$ cat src/hw/sector_seq_pkg.sv
// constants, enums and register map of the sector read sequencer
// Overview of operation
// - header done while reading enters sequence 6
// - sequence 6 skips two sync bytes, crystal clock
// - two skipped bytes give terminal count, sequence 4
// - sequence 4 raises read gate, recovered clock
// - count-run low in sequence 4 clears deserializer
// - read bit XOR deserializer output detects sync
// - detect high in sequence 4 enters sequence 5
// - sequence 5 gate follows direction: read or write
// - count-run high in sequence 5 gives byte ticks
// - read bits shift into deserializer on bit clock
// - phase 0 drives shifter onto byte bus
// - phase 0 loads holding register from byte bus
// - ram input select routes holding byte to RAM
// - one sequence strobe per byte at phase 1
// - strobe in sequence 5 writes RAM, then address increments
// - counters reset to 553, 555, 19 less the 18 header-check decrements
// - counters decrement on strobe while count-run high
// - crc start counter zero releases CRC checker
// - CRC mismatch sets sticky active-low fail flag
// - data length expiry freezes CRC, enters sequence 2
// - settle zero in sequence 2 pulses sector finished
// - start low returns sequencer to sequence 0
package sector_seq_pkg;
  typedef enum logic [7:0]
  {
    SEQ0 = 8'h01, SEQ1 = 8'h02, SEQ2 = 8'h04, SEQ3 = 8'h08,
    SEQ4 = 8'h10, SEQ5 = 8'h20, SEQ6 = 8'h40, SEQ7 = 8'h80
  } seq_e;

  // ----------------------------------------------------------------
  // counter loads and the amounts the header check already consumed
  // ----------------------------------------------------------------
  localparam int LEN_LOAD    = 553;
  localparam int SETTLE_LOAD = 555;
  localparam int CRCST_LOAD  = 19;
  localparam int SEQ1_DEC    = 2;
  localparam int SEQ7_DEC    = 16;
  localparam int HDR_DEC     = SEQ1_DEC + SEQ7_DEC;
  localparam int SKIP_BYTES  = 2;
  localparam int BYTE_BITS   = 8;
  localparam int SKIP_BITS   = SKIP_BYTES * BYTE_BITS;
  localparam int XTAL_DIV    = 4;

  // ----------------------------------------------------------------
  // register map, byte addresses
  // ----------------------------------------------------------------
  localparam logic [7:0] ADDR_CTRL   = 8'h00;
  localparam logic [7:0] ADDR_LEN    = 8'h04;
  localparam logic [7:0] ADDR_SETTLE = 8'h08;
  localparam logic [7:0] ADDR_CRCST  = 8'h0C;
  localparam logic [7:0] ADDR_STATUS = 8'h10;
  localparam logic [7:0] ADDR_MADDR  = 8'h14;
  localparam logic [7:0] ADDR_SWDATA = 8'h18;

  localparam int CTRL_START = 0;
  localparam int CTRL_DIR   = 1;
  localparam int CTRL_MSEL  = 2;
  localparam int ST_FAIL    = 8;
  localparam int ST_CRCREL  = 9;
  localparam int ST_DONE    = 10;
  localparam int ST_RDGATE  = 11;
  localparam int ST_WRGATE  = 12;

  localparam logic [15:0] CRC_POLY = 16'h1021;
  localparam logic [15:0] CRC_INIT = 16'h0000;
endpackage

$ cat src/hw/level_sync.sv
// two-flop synchroniser with rising-edge output
`timescale 1ns/10ps
`default_nettype none
module level_sync
(
  input  wire logic i_clk,
  input  wire logic i_nrst,
  input  wire logic i_ce,
  input  wire logic i_async,
  output logic      o_level,
  output logic      o_rise
);
  typedef struct packed
  {
    logic s1;
    logic s2;
    logic s3;
  } state_s;

  state_s r_reg;
  state_s r_next;

  always_comb
  begin
    r_next    = r_reg;
    r_next.s1 = i_async;
    r_next.s2 = r_reg.s1;
    r_next.s3 = r_reg.s2;
  end

  always_ff @(posedge i_clk or negedge i_nrst)
  begin
    if (!i_nrst)
      r_reg <= '0;
    else if (i_ce)
      r_reg <= r_next;
  end

  // edge detect looks only at the second and third stages
  assign o_level = r_reg.s2;
  assign o_rise  = r_reg.s2 & ~r_reg.s3;
endmodule // level_sync
`default_nettype wire

$ cat src/hw/crc_checker.sv
// serial CRC checker with freeze and sticky fail flag
`timescale 1ns/10ps
`default_nettype none
module crc_checker
  import sector_seq_pkg::*;
(
  input  wire logic i_clk,
  input  wire logic i_nrst,
  input  wire logic i_ce,
  input  wire logic i_release,
  input  wire logic i_freeze,
  input  wire logic i_bit_en,
  input  wire logic i_bit,
  input  wire logic i_clear,
  output logic      o_fail_n
);
  typedef struct packed
  {
    logic [15:0] crc;
    logic        frozen;
    logic        fail;
  } state_s;

  state_s r_reg;
  state_s r_next;
  logic   fb;

  always_comb
  begin
    r_next = r_reg;
    fb     = r_reg.crc[15] ^ i_bit;
    if (i_clear)
      r_next.fail = 1'b0;
    if (!i_release)
    begin
      r_next.crc    = CRC_INIT;
      r_next.frozen = 1'b0;
    end
    else if (i_freeze)
    begin
      // a nonzero remainder over data plus check bytes is a mismatch
      r_next.frozen = 1'b1;
      if (!r_reg.frozen && r_reg.crc != 16'h0000)
        r_next.fail = 1'b1;
    end
    else if (i_bit_en && !r_reg.frozen)
      r_next.crc = {r_reg.crc[14:0], 1'b0} ^ (fb ? CRC_POLY : 16'h0000);
  end

  always_ff @(posedge i_clk or negedge i_nrst)
  begin
    if (!i_nrst)
      r_reg <= '0;
    else if (i_ce)
      r_reg <= r_next;
  end

  assign o_fail_n = ~r_reg.fail;
endmodule // crc_checker
`default_nettype wire

$ cat src/hw/sector_read_seq.sv
// read/write control sequencer: data field of a sector read
`timescale 1ns/10ps
`default_nettype none
module sector_read_seq
  import sector_seq_pkg::*;
#(
  parameter int CNT_W = 10,
  parameter int XDIV  = sector_seq_pkg::XTAL_DIV
)
(
  input  wire logic        i_clk,
  input  wire logic        i_nrst,
  input  wire logic        i_ce,
  // avalon-mm slave
  input  wire logic [7:0]  i_avs_address,
  input  wire logic        i_avs_read,
  input  wire logic        i_avs_write,
  input  wire logic [31:0] i_avs_writedata,
  input  wire logic [3:0]  i_avs_byteenable,
  output logic [31:0]      o_avs_readdata,
  output logic             o_avs_waitrequest,
  // read channel
  input  wire logic        i_recovered_bit_clock,
  input  wire logic        i_serial_read_bits,
  output logic             o_read_gate,
  output logic             o_write_gate,
  output logic             o_bitclk_recovered,
  // surrounding controller logic
  input  wire logic        i_header_done_addr_bit,
  output logic             o_count_run,
  output logic             o_byte_tick,
  output logic             o_terminal_count,
  output logic             o_shifter_output_enable,
  output logic [7:0]       o_byte_bus,
  output logic             o_holding_reg_load,
  output logic             o_sequence_strobe,
  output logic             o_crc_release,
  output logic             o_check_fail_flag_n,
  output logic             o_sector_finished,
  // buffer ram
  output logic [15:0]      o_mem_addr,
  output logic [7:0]       o_mem_wdata,
  output logic             o_mem_store_n
);
  localparam logic [CNT_W-1:0] ONE = CNT_W'(1);

  typedef struct packed
  {
    seq_e             seq;
    logic [2:0]       phase;
    logic [4:0]       skip;
    logic [3:0]       xdiv;
    logic [7:0]       shreg;
    logic [7:0]       hold;
    logic             got_byte;
    logic             load_p;
    logic             tc_p;
    logic             sf_p;
    logic             sf_done;
    logic             store_n;
    logic             hdr_q;
    logic [15:0]      addr;
    logic [7:0]       wdata;
    logic [7:0]       swdata;
    logic [CNT_W-1:0] len;
    logic [CNT_W-1:0] settle;
    logic [CNT_W-1:0] crcst;
    logic             start;
    logic             dir;
    logic             msel;
    logic             ack;
    logic [31:0]      rdata;
  } state_s;

  state_s r_reg;
  state_s r_next;

  logic rec_rise;
  logic bit_lvl;
  logic rd_gate;
  logic wr_gate;
  logic count_run;
  logic xtal_tick;
  logic bit_edge;
  logic data_det;
  logic byte_tick;
  logic strobe;
  logic sync_skip;
  logic hdr_rise;
  logic crc_rel;
  logic len_zero;
  logic req;
  logic wr_take;
  logic [31:0] status;

  function automatic logic [31:0] be_merge(input logic [31:0] old_v,
                                           input logic [31:0] new_v,
                                           input logic [3:0]  be);
    logic [31:0] res;
    res = old_v;
    for (int i = 0; i < 4; i++)
      if (be[i])
        res[8*i +: 8] = new_v[8*i +: 8];
    return res;
  endfunction

  // --------------------------------------------------------------
  // pin inputs from the channel
  // --------------------------------------------------------------
  level_sync u_clk_sync
  (
    .i_clk   (i_clk),
    .i_nrst  (i_nrst),
    .i_ce    (i_ce),
    .i_async (i_recovered_bit_clock),
    .o_level (),
    .o_rise  (rec_rise)
  );

  level_sync u_bit_sync
  (
    .i_clk   (i_clk),
    .i_nrst  (i_nrst),
    .i_ce    (i_ce),
    .i_async (i_serial_read_bits),
    .o_level (bit_lvl),
    .o_rise  ()
  );

  // --------------------------------------------------------------
  // gates, bit clock selection and byte timing
  // --------------------------------------------------------------
  assign rd_gate   = (r_reg.seq == SEQ4) | ((r_reg.seq == SEQ5) & r_reg.dir);
  assign wr_gate   = (r_reg.seq == SEQ5) & ~r_reg.dir;
  assign count_run = (r_reg.seq == SEQ5) | (r_reg.seq == SEQ2);
  assign xtal_tick = (r_reg.xdiv == 4'(XDIV - 1));
  assign bit_edge  = rd_gate ? rec_rise : xtal_tick;
  assign data_det  = bit_lvl ^ r_reg.shreg[7];
  assign byte_tick = count_run & bit_edge & (r_reg.phase == 3'h7);
  assign strobe    = count_run & bit_edge & (r_reg.phase == 3'h1) & r_reg.got_byte;
  assign sync_skip = (r_reg.skip == 5'(SKIP_BITS));
  assign hdr_rise  = i_header_done_addr_bit & ~r_reg.hdr_q;
  assign crc_rel   = (r_reg.crcst == '0);
  assign len_zero  = (r_reg.len == '0);
  assign req       = i_avs_read | i_avs_write;
  assign wr_take   = i_avs_write & r_reg.ack;

  always_comb
  begin
    status            = 32'h0000_0000;
    status[7:0]       = r_reg.seq;
    status[ST_FAIL]   = ~o_check_fail_flag_n;
    status[ST_CRCREL] = crc_rel;
    status[ST_DONE]   = r_reg.sf_done;
    status[ST_RDGATE] = rd_gate;
    status[ST_WRGATE] = wr_gate;
  end

  // --------------------------------------------------------------
  // next state
  // --------------------------------------------------------------
  always_comb
  begin
    r_next         = r_reg;
    r_next.tc_p    = 1'b0;
    r_next.sf_p    = 1'b0;
    r_next.load_p  = byte_tick;
    r_next.store_n = ~(strobe & (r_reg.seq == SEQ5));
    r_next.hdr_q   = i_header_done_addr_bit;
    r_next.xdiv    = xtal_tick ? 4'h0 : r_reg.xdiv + 4'h1;
    r_next.wdata   = r_reg.msel ? r_reg.hold : r_reg.swdata;

    // deserializer held clear until count-run rises
    if (!count_run)
    begin
      r_next.shreg    = 8'h00;
      r_next.phase    = 3'h0;
      r_next.got_byte = 1'b0;
    end
    else if (bit_edge)
    begin
      r_next.shreg = {r_reg.shreg[6:0], bit_lvl};
      r_next.phase = r_reg.phase + 3'h1;
    end

    if (r_reg.load_p)
    begin
      r_next.hold     = r_reg.shreg;
      r_next.got_byte = 1'b1;
    end
    else if (strobe)
      r_next.got_byte = 1'b0;

    if (!r_reg.store_n)
      r_next.addr = r_reg.addr + 16'h1;

    if (strobe)
    begin
      r_next.len    = len_zero ? r_reg.len : r_reg.len - ONE;
      r_next.settle = (r_reg.settle == '0) ? r_reg.settle : r_reg.settle - ONE;
      r_next.crcst  = crc_rel ? r_reg.crcst : r_reg.crcst - ONE;
    end

    case (r_reg.seq)
      SEQ0:
      begin
        r_next.sf_done = 1'b0;
        r_next.skip    = 5'h00;
        if (r_reg.start)
          r_next.seq = SEQ7;
      end
      SEQ7:
      begin
        if (hdr_rise)
          r_next.seq = r_reg.dir ? SEQ6 : SEQ5;
      end
      SEQ6:
      begin
        // first two sync bytes are unreliable, wait them out
        if (sync_skip)
        begin
          r_next.tc_p = 1'b1;
          r_next.seq  = SEQ4;
        end
        else if (xtal_tick)
          r_next.skip = r_reg.skip + 5'h01;
      end
      SEQ4:
      begin
        if (bit_edge && data_det)
          r_next.seq = SEQ5;
      end
      SEQ5:
      begin
        if (len_zero)
        begin
          r_next.tc_p = 1'b1;
          r_next.seq  = SEQ2;
        end
      end
      SEQ2:
      begin
        if (r_reg.settle == '0 && !r_reg.sf_done)
        begin
          r_next.sf_p    = 1'b1;
          r_next.sf_done = 1'b1;
          r_next.len     = '0;
          r_next.crcst   = '0;
        end
      end
      default:
        r_next.seq = SEQ0;
    endcase

    if (!r_reg.start)
      r_next.seq = SEQ0;

    // bus slave: one wait state, data and writes at the release edge
    r_next.ack   = req & ~r_reg.ack;
    r_next.rdata = 32'h0000_0000;
    if (i_avs_read && !r_reg.ack)
    begin
      case (i_avs_address)
        ADDR_CTRL:   r_next.rdata = {29'h0, r_reg.msel, r_reg.dir, r_reg.start};
        ADDR_LEN:    r_next.rdata = 32'(r_reg.len);
        ADDR_SETTLE: r_next.rdata = 32'(r_reg.settle);
        ADDR_CRCST:  r_next.rdata = 32'(r_reg.crcst);
        ADDR_STATUS: r_next.rdata = status;
        ADDR_MADDR:  r_next.rdata = {16'h0000, r_reg.addr};
        ADDR_SWDATA: r_next.rdata = {24'h000000, r_reg.swdata};
        default:     r_next.rdata = 32'h0000_0000;
      endcase
    end
    if (wr_take)
    begin
      case (i_avs_address)
        ADDR_CTRL:
        begin
          if (i_avs_byteenable[0])
          begin
            r_next.start = i_avs_writedata[CTRL_START];
            r_next.dir   = i_avs_writedata[CTRL_DIR];
            r_next.msel  = i_avs_writedata[CTRL_MSEL];
          end
        end
        ADDR_LEN:
          r_next.len = CNT_W'(be_merge(32'(r_reg.len), i_avs_writedata,
                                       i_avs_byteenable));
        ADDR_SETTLE:
          r_next.settle = CNT_W'(be_merge(32'(r_reg.settle), i_avs_writedata,
                                          i_avs_byteenable));
        ADDR_CRCST:
          r_next.crcst = CNT_W'(be_merge(32'(r_reg.crcst), i_avs_writedata,
                                         i_avs_byteenable));
        ADDR_MADDR:
          r_next.addr = 16'(be_merge({16'h0000, r_reg.addr}, i_avs_writedata,
                                     i_avs_byteenable));
        ADDR_SWDATA:
          if (i_avs_byteenable[0])
            r_next.swdata = i_avs_writedata[7:0];
        default:
          r_next.swdata = r_reg.swdata;
      endcase
    end
  end

  always_ff @(posedge i_clk or negedge i_nrst)
  begin
    if (!i_nrst)
    begin
      r_reg         <= '0;
      r_reg.seq     <= SEQ0;
      r_reg.store_n <= 1'b1;
      r_reg.dir     <= 1'b1;
      r_reg.len     <= CNT_W'(LEN_LOAD - HDR_DEC);
      r_reg.settle  <= CNT_W'(SETTLE_LOAD - HDR_DEC);
      r_reg.crcst   <= CNT_W'(CRCST_LOAD - HDR_DEC);
    end
    else if (i_ce)
      r_reg <= r_next;
  end

  // --------------------------------------------------------------
  // crc checker
  // --------------------------------------------------------------
  crc_checker u_crc
  (
    .i_clk     (i_clk),
    .i_nrst    (i_nrst),
    .i_ce      (i_ce),
    .i_release (crc_rel & (r_reg.seq == SEQ5 || r_reg.seq == SEQ2)),
    .i_freeze  (len_zero),
    .i_bit_en  (bit_edge & (r_reg.seq == SEQ5)),
    .i_bit     (bit_lvl),
    .i_clear   (~r_reg.start),
    .o_fail_n  (o_check_fail_flag_n)
  );

  // --------------------------------------------------------------
  // outputs
  // --------------------------------------------------------------
  assign o_avs_waitrequest       = req & ~r_reg.ack;
  assign o_avs_readdata          = r_reg.rdata;
  assign o_read_gate             = rd_gate;
  assign o_write_gate            = wr_gate;
  assign o_bitclk_recovered      = rd_gate;
  assign o_count_run             = count_run;
  assign o_byte_tick             = byte_tick;
  assign o_terminal_count        = r_reg.tc_p;
  assign o_shifter_output_enable = r_reg.load_p;
  assign o_byte_bus              = r_reg.load_p ? r_reg.shreg : 8'h00;
  assign o_holding_reg_load      = r_reg.load_p;
  assign o_sequence_strobe       = strobe;
  assign o_crc_release           = crc_rel;
  assign o_sector_finished       = r_reg.sf_p;
  assign o_mem_addr              = r_reg.addr;
  assign o_mem_wdata             = r_reg.wdata;
  assign o_mem_store_n           = r_reg.store_n;
endmodule // sector_read_seq
`default_nettype wire

$ cat config.mk
export PLATFORM = sky130hd
export DESIGN_NAME = sector_read_seq
export DESIGN_NICKNAME = d
export VERILOG_FILES = /design/src/hw/sector_seq_pkg.sv /design/src/hw/level_sync.sv /design/src/hw/crc_checker.sv /design/src/hw/sector_read_seq.sv
export SDC_FILE = /design/constraint.sdc
export NUM_CORES = 1
export LEC_CHECK = 0
export ABC_AREA = 1
export BUFFER_PORTS_ARGS = -buffer_cell sky130_fd_sc_hd__buf_2
export CORE_AREA = 2 2 162 164
export CTS_CLUSTER_SIZE = 10
export DETAILED_ROUTE_END_ITERATION = 7
export DIE_AREA = 0 0 164 166
export PLACE_DENSITY = 0.57
export SLEW_MARGIN = 30
export SYNTH_ARGS = -nofsm -noshare
export SYNTH_HDL_FRONTEND = slang
export SYNTH_SLANG_ARGS = --single-unit
$ cat constraint.sdc
create_clock -name i_clk -period 2.32 [get_ports i_clk]
set_input_delay 0.348 -clock i_clk [delete_from_list [all_inputs] [get_ports i_clk]]
set_output_delay 0.348 -clock i_clk [all_outputs]
set_load 0.02 [all_outputs]
# Yosys cells after proc, flatten, opt, wreduce, memory -nomap -nowiden
# Cells that the tools add are included.
# totals
register_bits	164
output_inout_bits	78
# classes
n_reduce_logical	34
mux	57
n_bitwise	25
eq_ne	37
n_addsub	7
# op_table
cell	count
16-bit one-hot mux with 7 select lines	1
10-bit two-way mux	10
16-bit two-way mux	6
8-bit two-way mux	11
8-bit one-hot mux with 6 select lines	1
33-bit two-way mux	1
3-bit inequality test, second input constant	11
8-bit by 5-bit == test with 1-bit output, second input constant	4
10-bit logical NOT	3
30-bit two-way mux	1
10-bit by 1-bit subtractor with 10-bit output, second input constant	3
2-bit AND reduction	12
17-bit two-way mux	1
16-bit by 1-bit adder with 16-bit output, second input constant	1
8-bit by 3-bit == test with 1-bit output, second input constant	2
8-bit by 4-bit == test with 1-bit output, second input constant	2
16-bit nonzero test	1
16-bit XOR	1
2-bit inequality test, second input constant	7
1-bit bitwise AND	13
13-bit two-way mux	1
3-bit two-way mux	4
4-bit AND reduction	3
1-bit two-way mux	10
29 further kinds	50

# Logic depth before layout (Yosys ltp)
# Gate-level depths: netlist of run 1.
# logic_depth
word_depth	12
mapped_depth	13
depth_no_buf	13

# Cells and area by module
# Synthesis of run 1 repeated with hierarchy kept, for this count alone.
# hier_totals
cells_unflattened	1232
area_unflattened_um2	9008.6
# modules_own_cells
mod	n_inst	cells_each	seq_area_each_um2	area_each_um2
sector_read_seq	1	1092	3094.2	7925.1
crc_checker	1	110	450.4	843.3
level_sync	2	15	75.1	120.1

# Worst setup path after synthesis of run 1
# Ideal clock, no wire load.
# synth_path
kind	flip-flop to flip-flop
start	reg r_reg[46] (netlist bit)
end	reg r_reg[65] (netlist bit)
path_stages_with_launch	11
path_buffers	0
arrival_time_ns	1.879
setup_slack_ns	0.361
setup_time_ns	0.080
synth_period_minus_slack_ns	1.959
path_cell_list	dfstp_2 > inv_1 > ha_1 > nand3_1 > nor2_1 > nand3_1 > nor2_1 > nor2_2 > a21boi_0 > nand2_1 > a21boi_0
# synth_between
elab_chain_cells	6
# synth_rtl
element	line_no	text
start, declared	sector_read_seq.sv:75	state_s r_reg;
start signal, assigned	sector_read_seq.sv:320	r_reg <= r_next;
10-bit logical NOT *	sector_read_seq.sv:243	if (r_reg.settle == '0 && !r_reg.sf_done)
1-bit logical AND *	sector_read_seq.sv:243	
10-bit two-way mux *	sector_read_seq.sv:243	
10-bit two-way mux *	sector_read_seq.sv:204	case (r_reg.seq)
10-bit two-way mux	sector_read_seq.sv:276	case (i_avs_address)
33-bit two-way mux *	sector_read_seq.sv:274	if (wr_take)
# Every way passes the cells marked *; elsewhere a longest branch is shown, timed or not.
# A chain may end at the register's enable or synchronous reset.

# Worst setup path after layout of run 1
# layout_path
start	reg r_reg[139] (netlist bit)
end	out o_sequence_strobe
# layout_between
elab_chain_cells	7
word_cells_on_any_way	10
cone_classes	eq/ne: 3; mux: 1; bitwise: 6
# layout_rtl
element	line_no	text
8-bit by 6-bit == test with 1-bit output	sector_read_seq.sv:133, sector_read_seq.sv:135	
1-bit bitwise AND	sector_read_seq.sv:133	assign rd_gate = (r_reg.seq == SEQ4) | ((r_reg.seq == SEQ5) & r_reg.dir);
1-bit bitwise OR	sector_read_seq.sv:133	
1-bit two-way mux	sector_read_seq.sv:137	assign bit_edge = rd_gate ? rec_rise : xtal_tick;
1-bit bitwise AND * (3 in series)	sector_read_seq.sv:140	assign strobe = count_run & bit_edge & (r_reg.phase == 3'h1) & r_reg.got_byte;
end, declared	sector_read_seq.sv:36	output logic o_sequence_strobe,
# Marks and branches as above.

==> results of run 1 <==
[power by group through the flow]
stage / registers [W] / logic (W) / clock network, W
finish: 0.00291 / 0.00105 / 0.00267
CTS: 0.00290 / 0.00104 / 0.00271
detailed placement: 0.00295 / 0.00103 / 0
global placement: 0.00294 / 0.00102 / 0
floorplan: 0.00289 / 0.000729 / 0
global route: 0.00293 / 0.00119 / 0.00282
[cells in the mapped netlist (all sizes together) (15+ instances only)]
library cell    n  area, sq um
o22ai          24          156
o21ai         120          627
nand4          17          128
dfrtp         133         3330
nor3           15          108
a21oi          76          384
clkbuf         17         63.8
nor2          101          404
buf            77          548
nand3          91          465
inv           148          558
nand2         260          996
[stage by stage]
stage | setup slack (ps) | std cells | instance area, sq um | utilization (%)
3_5_place_dp | 121 | 1577 | 9590 | 37.4
6_report | 61.8 | 1617 | 10300 | 40.2
2_1_floorplan | 361 | 1185 | 8830 | -
4_1_cts | 13.9 | 1613 | 10200 | 39.9
5_1_grt | -49.4 | 1617 | 10300 | 40.2
3_3_place_gp | 120 | 1577 | 9590 | 37.4
[layout make-up]
type	instances	area, sq um	area share, %
clock buffers	18	429	4.17
clock inverters	13	126	1.23
repair buffers	160	1030	9.99
multi-input cells	797	4060	39.4
inverters	148	563	5.47
flip-flops and latches	146	3670	35.7
well taps	335	419	4.07
[cell families (layout without fill, tap and decap cells)]
family	Yosys count	count (layout)
AO/OA/AOI/OAI	258	258
XOR/XNOR	18	18
adder cells (fa/ha/maj)	10	10
buffers and inverters	242	339
flip-flops	146	146
multiplexers	2	2
other	1	16
AND/OR/NAND/NOR	493	493
[how the worst max path moves through the flow]
stage,startpoint,to,slack [ps]
floorplan,r_reg[46]$_DFFE_PN1P_,r_reg[65]$_DFFE_PN1P_,360
global placement,r_reg[57]$_DFFE_PN1P_,r_reg[140]$_DFFE_PN0P_,120
detailed placement,r_reg[57]$_DFFE_PN1P_,r_reg[140]$_DFFE_PN0P_,120
CTS,r_reg[139]$_DFFE_PN0P_,o_sequence_strobe,10
global route,r_reg[139]$_DFFE_PN0P_,o_sequence_strobe,-50
finish,r_reg[139]$_DFFE_PN0P_,o_sequence_strobe,60
[layer usage]
metal | GRT usage [%] | vias to the layer above
met1 | 28.7 | 3978
met2 | 32.4 | 256
met3 | 4.12 | 34
li1 | - | 3986
met4 | 6.71 | 0
met5 | 0 | -
[worst min-delay path: cells and delay by family]
kind	cells	cell delay (ps)
buffers and inverters	1	80
and+or+nand+nor	2	90
[repair_timing]
action	in CTS	in global routing
setup endpoints to repair	3	15
pin swaps	1	4
hold buffers	1	0
buffers inserted	4	4
resized for setup	13	11
hold endpoints to repair	38	0
[cells in the final DEF, fill, tap and decap left out, types with 3 or more instances in the layout]
cell type	count
o22ai_1	23
a211oi_1	4
nand3_2	3
nand4_1	15
nand3_1	88
conb_1	16
buf_12	4
nor2_4	6
xnor2_1	6
inv_6	5
o21ai_0	113
nor4_1	5
a31oi_1	3
dfstp_2	13
a21oi_1	75
inv_1	139
nand2_1	253
o21ai_1	4
dfrtp_1	130
clkinvlp_4	3
buf_4	60
a32o_1	4
clkbuf_16	17
o2111ai_1	3
ha_1	9
nand2_2	6
nor2_1	86
xor2_1	12
buf_2	93
inv_2	7
dfrtp_2	3
nor2_2	9
a22oi_1	13
nor3_1	11
==> results.md, run 1 <==
- Status: finished clean
- Synth Flop Type: dfrtp_1
- TritonRoute pass-1 iters: 5
- Fraction of registers with async set/reset: between 90% and 100%
- H-tree depth: 4
- CP Max Fanout: 7
- DRT met1 WL: roughly 13 mm
- Clock Path Buffers: 2
- Synthesis-to-layout area growth: 17.3%
- Total Die Area: between 20,000 and 30,000 sq um
- Final period util: 97.3%
- Register area share after synthesis: a little over two fifths
- Slowest cell delay on critical path: between 400 and 500 ps
- Largest net degree at the start of global routing: 50
- Initial antenna violation count: 0
- RR Endpoint: r_reg[63]$_DFFE_PN0P_
- Final slew viol count: 0
- Synth Area in Compound Gates: between 15 and 20%
- Layout cells sized above 1: between 10% and 20%
- # fillers: ~2,600
- Final nets: approximately 1,300
- Metal2 WL: roughly 13 mm
- Post-synthesis cell count: ~1,200
- Max-cap violations: 0
- HP Class: input port to register
- Placer Congestion: 0.938
- RSZ-0062 raised after global routing: true
- N_diodes: 0
- Post-synthesis adder-cell area fraction: roughly 1.4%
- Relative slew margins: around 58%
- Total negative slack: 0 ps
- Post-synthesis area per instance: ~7.5 sq um
- Worst-margin pin slew: between 600 and 700 ps
- Largest family of logic cells by synthesized area: simple AND/OR/NAND/NOR gates
- Netlist cell types: 54
- WHS Endpoint: u_bit_sync.r_next[1]$_DFFE_PN0P_
- Highest clock rate: around 440 MHz
- Via Count: approximately 8,300
- Simple-gate portion of the synthesized area: 24.6%
- Die span in x: ~160 microns
- Tot Pwr: around 0.0066 W
- P_int: approximately 0.0046 W
- Hold path start: i_serial_read_bits
- FF-to-FF Start: r_reg[47]$_DFFE_PN0P_
- Final worst clock skew: about 12 ps
- Synth warn: 0
- Reg2reg path depth: 11
- Count of final setup violators: 0
- Die height: around 170 microns
- Vias/cell: ~5.1
- Max VDD drop: 0.000495 V
- Switching Share: between 30 and 40%
- Total GRT Usage: roughly a fifth
- Global-route wire length before repair: around 44 mm
- GR Overflow Total: 0
- CP cell instances: nor2_4 -> nand3_2 -> nand2_1 -> nand3_1 -> nand2_2 -> nand4_4 -> inv_6 -> buf_2
- Number of global-route vias before repair: between 7,000 and 8,000
- Slowest stage cell, crit path: dfrtp_2
- Clock group share of total power: around two fifths
- Seq cells post-synth: between 100 and 150
- I/O pin cnt: 130
- Routed wire length: approximately 28 mm
- Critical Path Start Type: register
- DR WL met3: around 1.7 mm
- Root Driver: clkbuf_16
- Row count: just under 60
- Mux contribution to synthesized area: less than 1%
- Final hold vios: 0
- Worst path buffer plus inverter count: 2
- Post-DRT Antenna Nets: 0
- Top Metal Used: met4
- Crit path kind: register to output port
- Routed wire length per instance: approximately 17 microns
- CTS Buf Count: 17
- Initial core utilization: 34.3%
- Post-route minimum period: ~2300 ps
- Crit path capture type: output port
- DRC: 0
- Max reg flops: 79
- Register clock-pin slew on the reported worst setup and hold paths: approximately 60 ps
- CTS sink count: 146
- CTS tree: yes
- Starting DRT DRC Count: roughly 730
- Worst Hold Slack: 130 ps
- Critical path's top delay family: simple AND/OR/NAND/NOR gates
- CORE AREA: about 26,000 sq um
- Cell Area, Synth: about 8800 sq um
- Required @ worst endpoint: 1970 ps
- Number of synthesized flops with an enable pin: 0
- Combinational share of power: between 10% and 20%
- Post-Synth XOR/XNOR Area: between 1.5 and 2%
- Pwr dens: about 640 nW/um^2
- Flop2flop setup slack: approximately 130 ps
- Post-DP HPWL: 21.1 mm
- Worst hold stages: 3
- IO buf count: 95
- CP Depth: 8
- Psw: 0.00205 W
- Clk_lat worst skew: between 400 and 500 ps
- Reg power frac: 43.9%
- Worst Path Arrival: around 1900 ps
- Leakage: slightly above 5 nW
(Power assumes the default switching activity.)
==> inputs of run 2 (changes only) <==
CORE_AREA = 2 2 175 177   (was 2 2 162 164)
DIE_AREA = 0 0 177 179   (was 0 0 164 166)
PLACE_DENSITY = 0.51   (was 0.57)
==> results.md, run 2 (same netlist as run 1, synthesis figures left out) <==
- Status: finished clean
- Starting DRT DRC Count: ~840
- HP Class: input port to register
- Post-DRT Antenna Nets: 0
- Max-cap violations: 0
- Via Count: 8,241
- N_diodes: 0
- Row count: 64
- Root Driver: clkbuf_16
- Die height: about 180 microns
- GR Overflow Total: 0
- Psw: between 0.002 and 0.0025 W
- Total Die Area: between 30,000 and 40,000 sq um
- Slowest stage cell, crit path: dfrtp_1
- TritonRoute pass-1 iters: 7
- DRC: 0
- Synthesis-to-layout area growth: 19.3%
- Final Util: a little over a third
- Slowest cell delay on critical path: slightly above 400 ps
- Pwr dens: approximately 640 nW/um^2
- P_int: approximately 0.0046 W
- Commonest non-fill, non-tap cell in the layout: nand2_1
- Required @ worst endpoint: approximately 2000 ps
- Worst Path Arrival: roughly 1900 ps
- I/O pin cnt: 130
- Crit path kind: register to output port
- CP cell instances: nor2_4 -> nand3_4 -> nand2_1 -> nand3_1 -> nand2_2 -> nand4_4 -> clkinv_4 -> buf_4
- Placer Congestion: ~0.95
- CTS sink count: 146
- Global-route wire length before repair: 44.0 mm
- Routed wire length per instance: around 17 microns
- IO buf count: 95
- RSZ-0062 raised after global routing: true
- Routed wire length: ~28 mm
- Die span in x: 177 microns
- Clock Path Buffers: 2
- Post-DP HPWL: 21.3 mm
- CTS tree: yes
- Final worst clock skew: ~12 ps
- Worst path buffer plus inverter count: 2
- Highest clock rate: about 450 MHz
- Number of global-route vias before repair: just under 8,000
- Critical path's top delay family: simple AND/OR/NAND/NOR gates
- Clk_lat worst skew: roughly 430 ps
- Commonest cells after routing, fill and taps aside: nand2_1 (254), inv_1 (136), dfrtp_1 (127), o21ai_0 (113), buf_2 (92)
- Worst-margin pin slew: 573 ps
- Vias/cell: about 4.9
- Combinational share of power: 15.6%
- Register clock-pin slew on the reported worst setup and hold paths: about 70 ps
- Total negative slack: 0 ps
- Max reg flops: between 70 and 80
- Clock group share of total power: between 40 and 50%
- Final nets: ~1,300
- Final period util: between 90% and 100%
- Count of final setup violators: 0
- Largest net degree at the start of global routing: 56
- Initial antenna violation count: 1
- Max VDD drop: between 0.0005 and 0.0006 V
- Layout cells sized above 1: roughly a fifth
- Final hold vios: 0
- CP Max Fanout: 7
- Final slew viol count: 0
- Leakage: about 5.2 nW
- Area after DPL: roughly 9700 sq um
- H-tree depth: 4
- Crit path capture type: output port
- Reg power frac: roughly 43%
- Relative slew margins: approximately 61%
- Initial core utilization: between 20% and 30%
- Critical Path Start Type: register
- Total GRT Usage: roughly 18%
- CORE AREA: about 30,000 sq um
- Switching Share: 31.2%
- Post-route minimum period: approximately 2200 ps
- CTS Buf Count: 17
- Post-layout instance area: between 10,000 and 15,000 sq um
## run 2: cell count changes in the layout (fill, tap and decap cells not counted), sizes merged
cell      before  now
clkinv         4    7
buf          159  162
clkbuf        18   19
inv          153  152
clkinvlp       3    2
## run 2: final timing paths
path / start / endpoint / slack, ps / cells past startpoint
worst min-delay path: i_recovered_bit_clock / u_clk_sync.r_next[1]$_DFFE_PN0P_ / 120 / 3
worst max-delay path: r_reg[135]$_DFFE_PN0P_ / o_sequence_strobe / 80 / 8
max in group asynchronous: i_nrst / r_reg[133]$_DFFE_PN1P_ / 1130 / 3
min in group asynchronous: i_nrst / o_mem_addr[5]$_DFFE_PN0P_ / 450 / 2
worst max register to register: r_reg[135]$_DFFE_PN0P_ / r_reg[62]$_DFFE_PN0P_ / 160 / 12
worst min register to register: r_reg[124]$_DFFE_PN0P_ / r_reg[124]$_DFFE_PN0P_ / 480 / 1
## run 2: repair_timing
| item | 4_1_cts | 5_1_grt |
|---|---|---|
| setup buffers | 2 | 10 |
| hold buffers | 1 | 0 |
| hold endpoints to repair | 45 | 0 |
| gates resized for setup | 12 | 25 |
| pin swaps | 1 | 4 |
| endpoints found under the setup margin | 3 | 18 |
## run 2: power groups by stage
stage | logic, W | clock network [W] | registers (W)
2_1_floorplan | 0.000729 | 0 | 0.00289
3_3_place_gp | 0.00102 | 0 | 0.00295
3_5_place_dp | 0.00104 | 0 | 0.00296
4_1_cts | 0.00105 | 0.00283 | 0.00291
5_1_grt | 0.00121 | 0.00294 | 0.00295
6_report | 0.00105 | 0.00276 | 0.00293
## run 2: worst register-to-register path: stages (launching register included)
cell and delay [ps]:
dfrtp_1 410, nor2_4 200, nand3_4 130, nand2_1 110, nand3_1 80, nand2_2 120
nand4_4 170, buf_4 210, buf_4 200, buf_4 180, nand2_1 60, nand3_1 80
a22oi_1 140
## run 2: cell type report
| cell class | count | area [sq um] |
|---|---|---|
| flip-flops and latches | 146 | 3680 |
| clock inverters | 14 | 148 |
| repair buffers | 164 | 1070 |
| inverters | 148 | 563 |
| multi-input cells | 797 | 4070 |
| clock buffers | 18 | 439 |
| fillers | 3218 | 19600 |
| well taps | 396 | 495 |
## run 2: per-layer routing
layer  global-route usage, %  up-vias  wire length (microns)
li1                        -     4007                      -
met1                    24.3     3890                  12700
met2                    28.2      281                  12600
met3                    4.09       63                   1630
met4                    8.47        0                   1190
met5                       0        -                      0
## run 2: through the flow
step	setup slack, ps	power [W]	instances	hold slack (ps)
floorplan	361	0.00362	1185	52.4
global placement	121	0.00397	1638	349
detailed placement	106	0.00399	1638	344
CTS	-31.5	0.00679	1673	106
global route	-24.6	0.00709	1683	123
finish	79.7	0.00674	1683	118
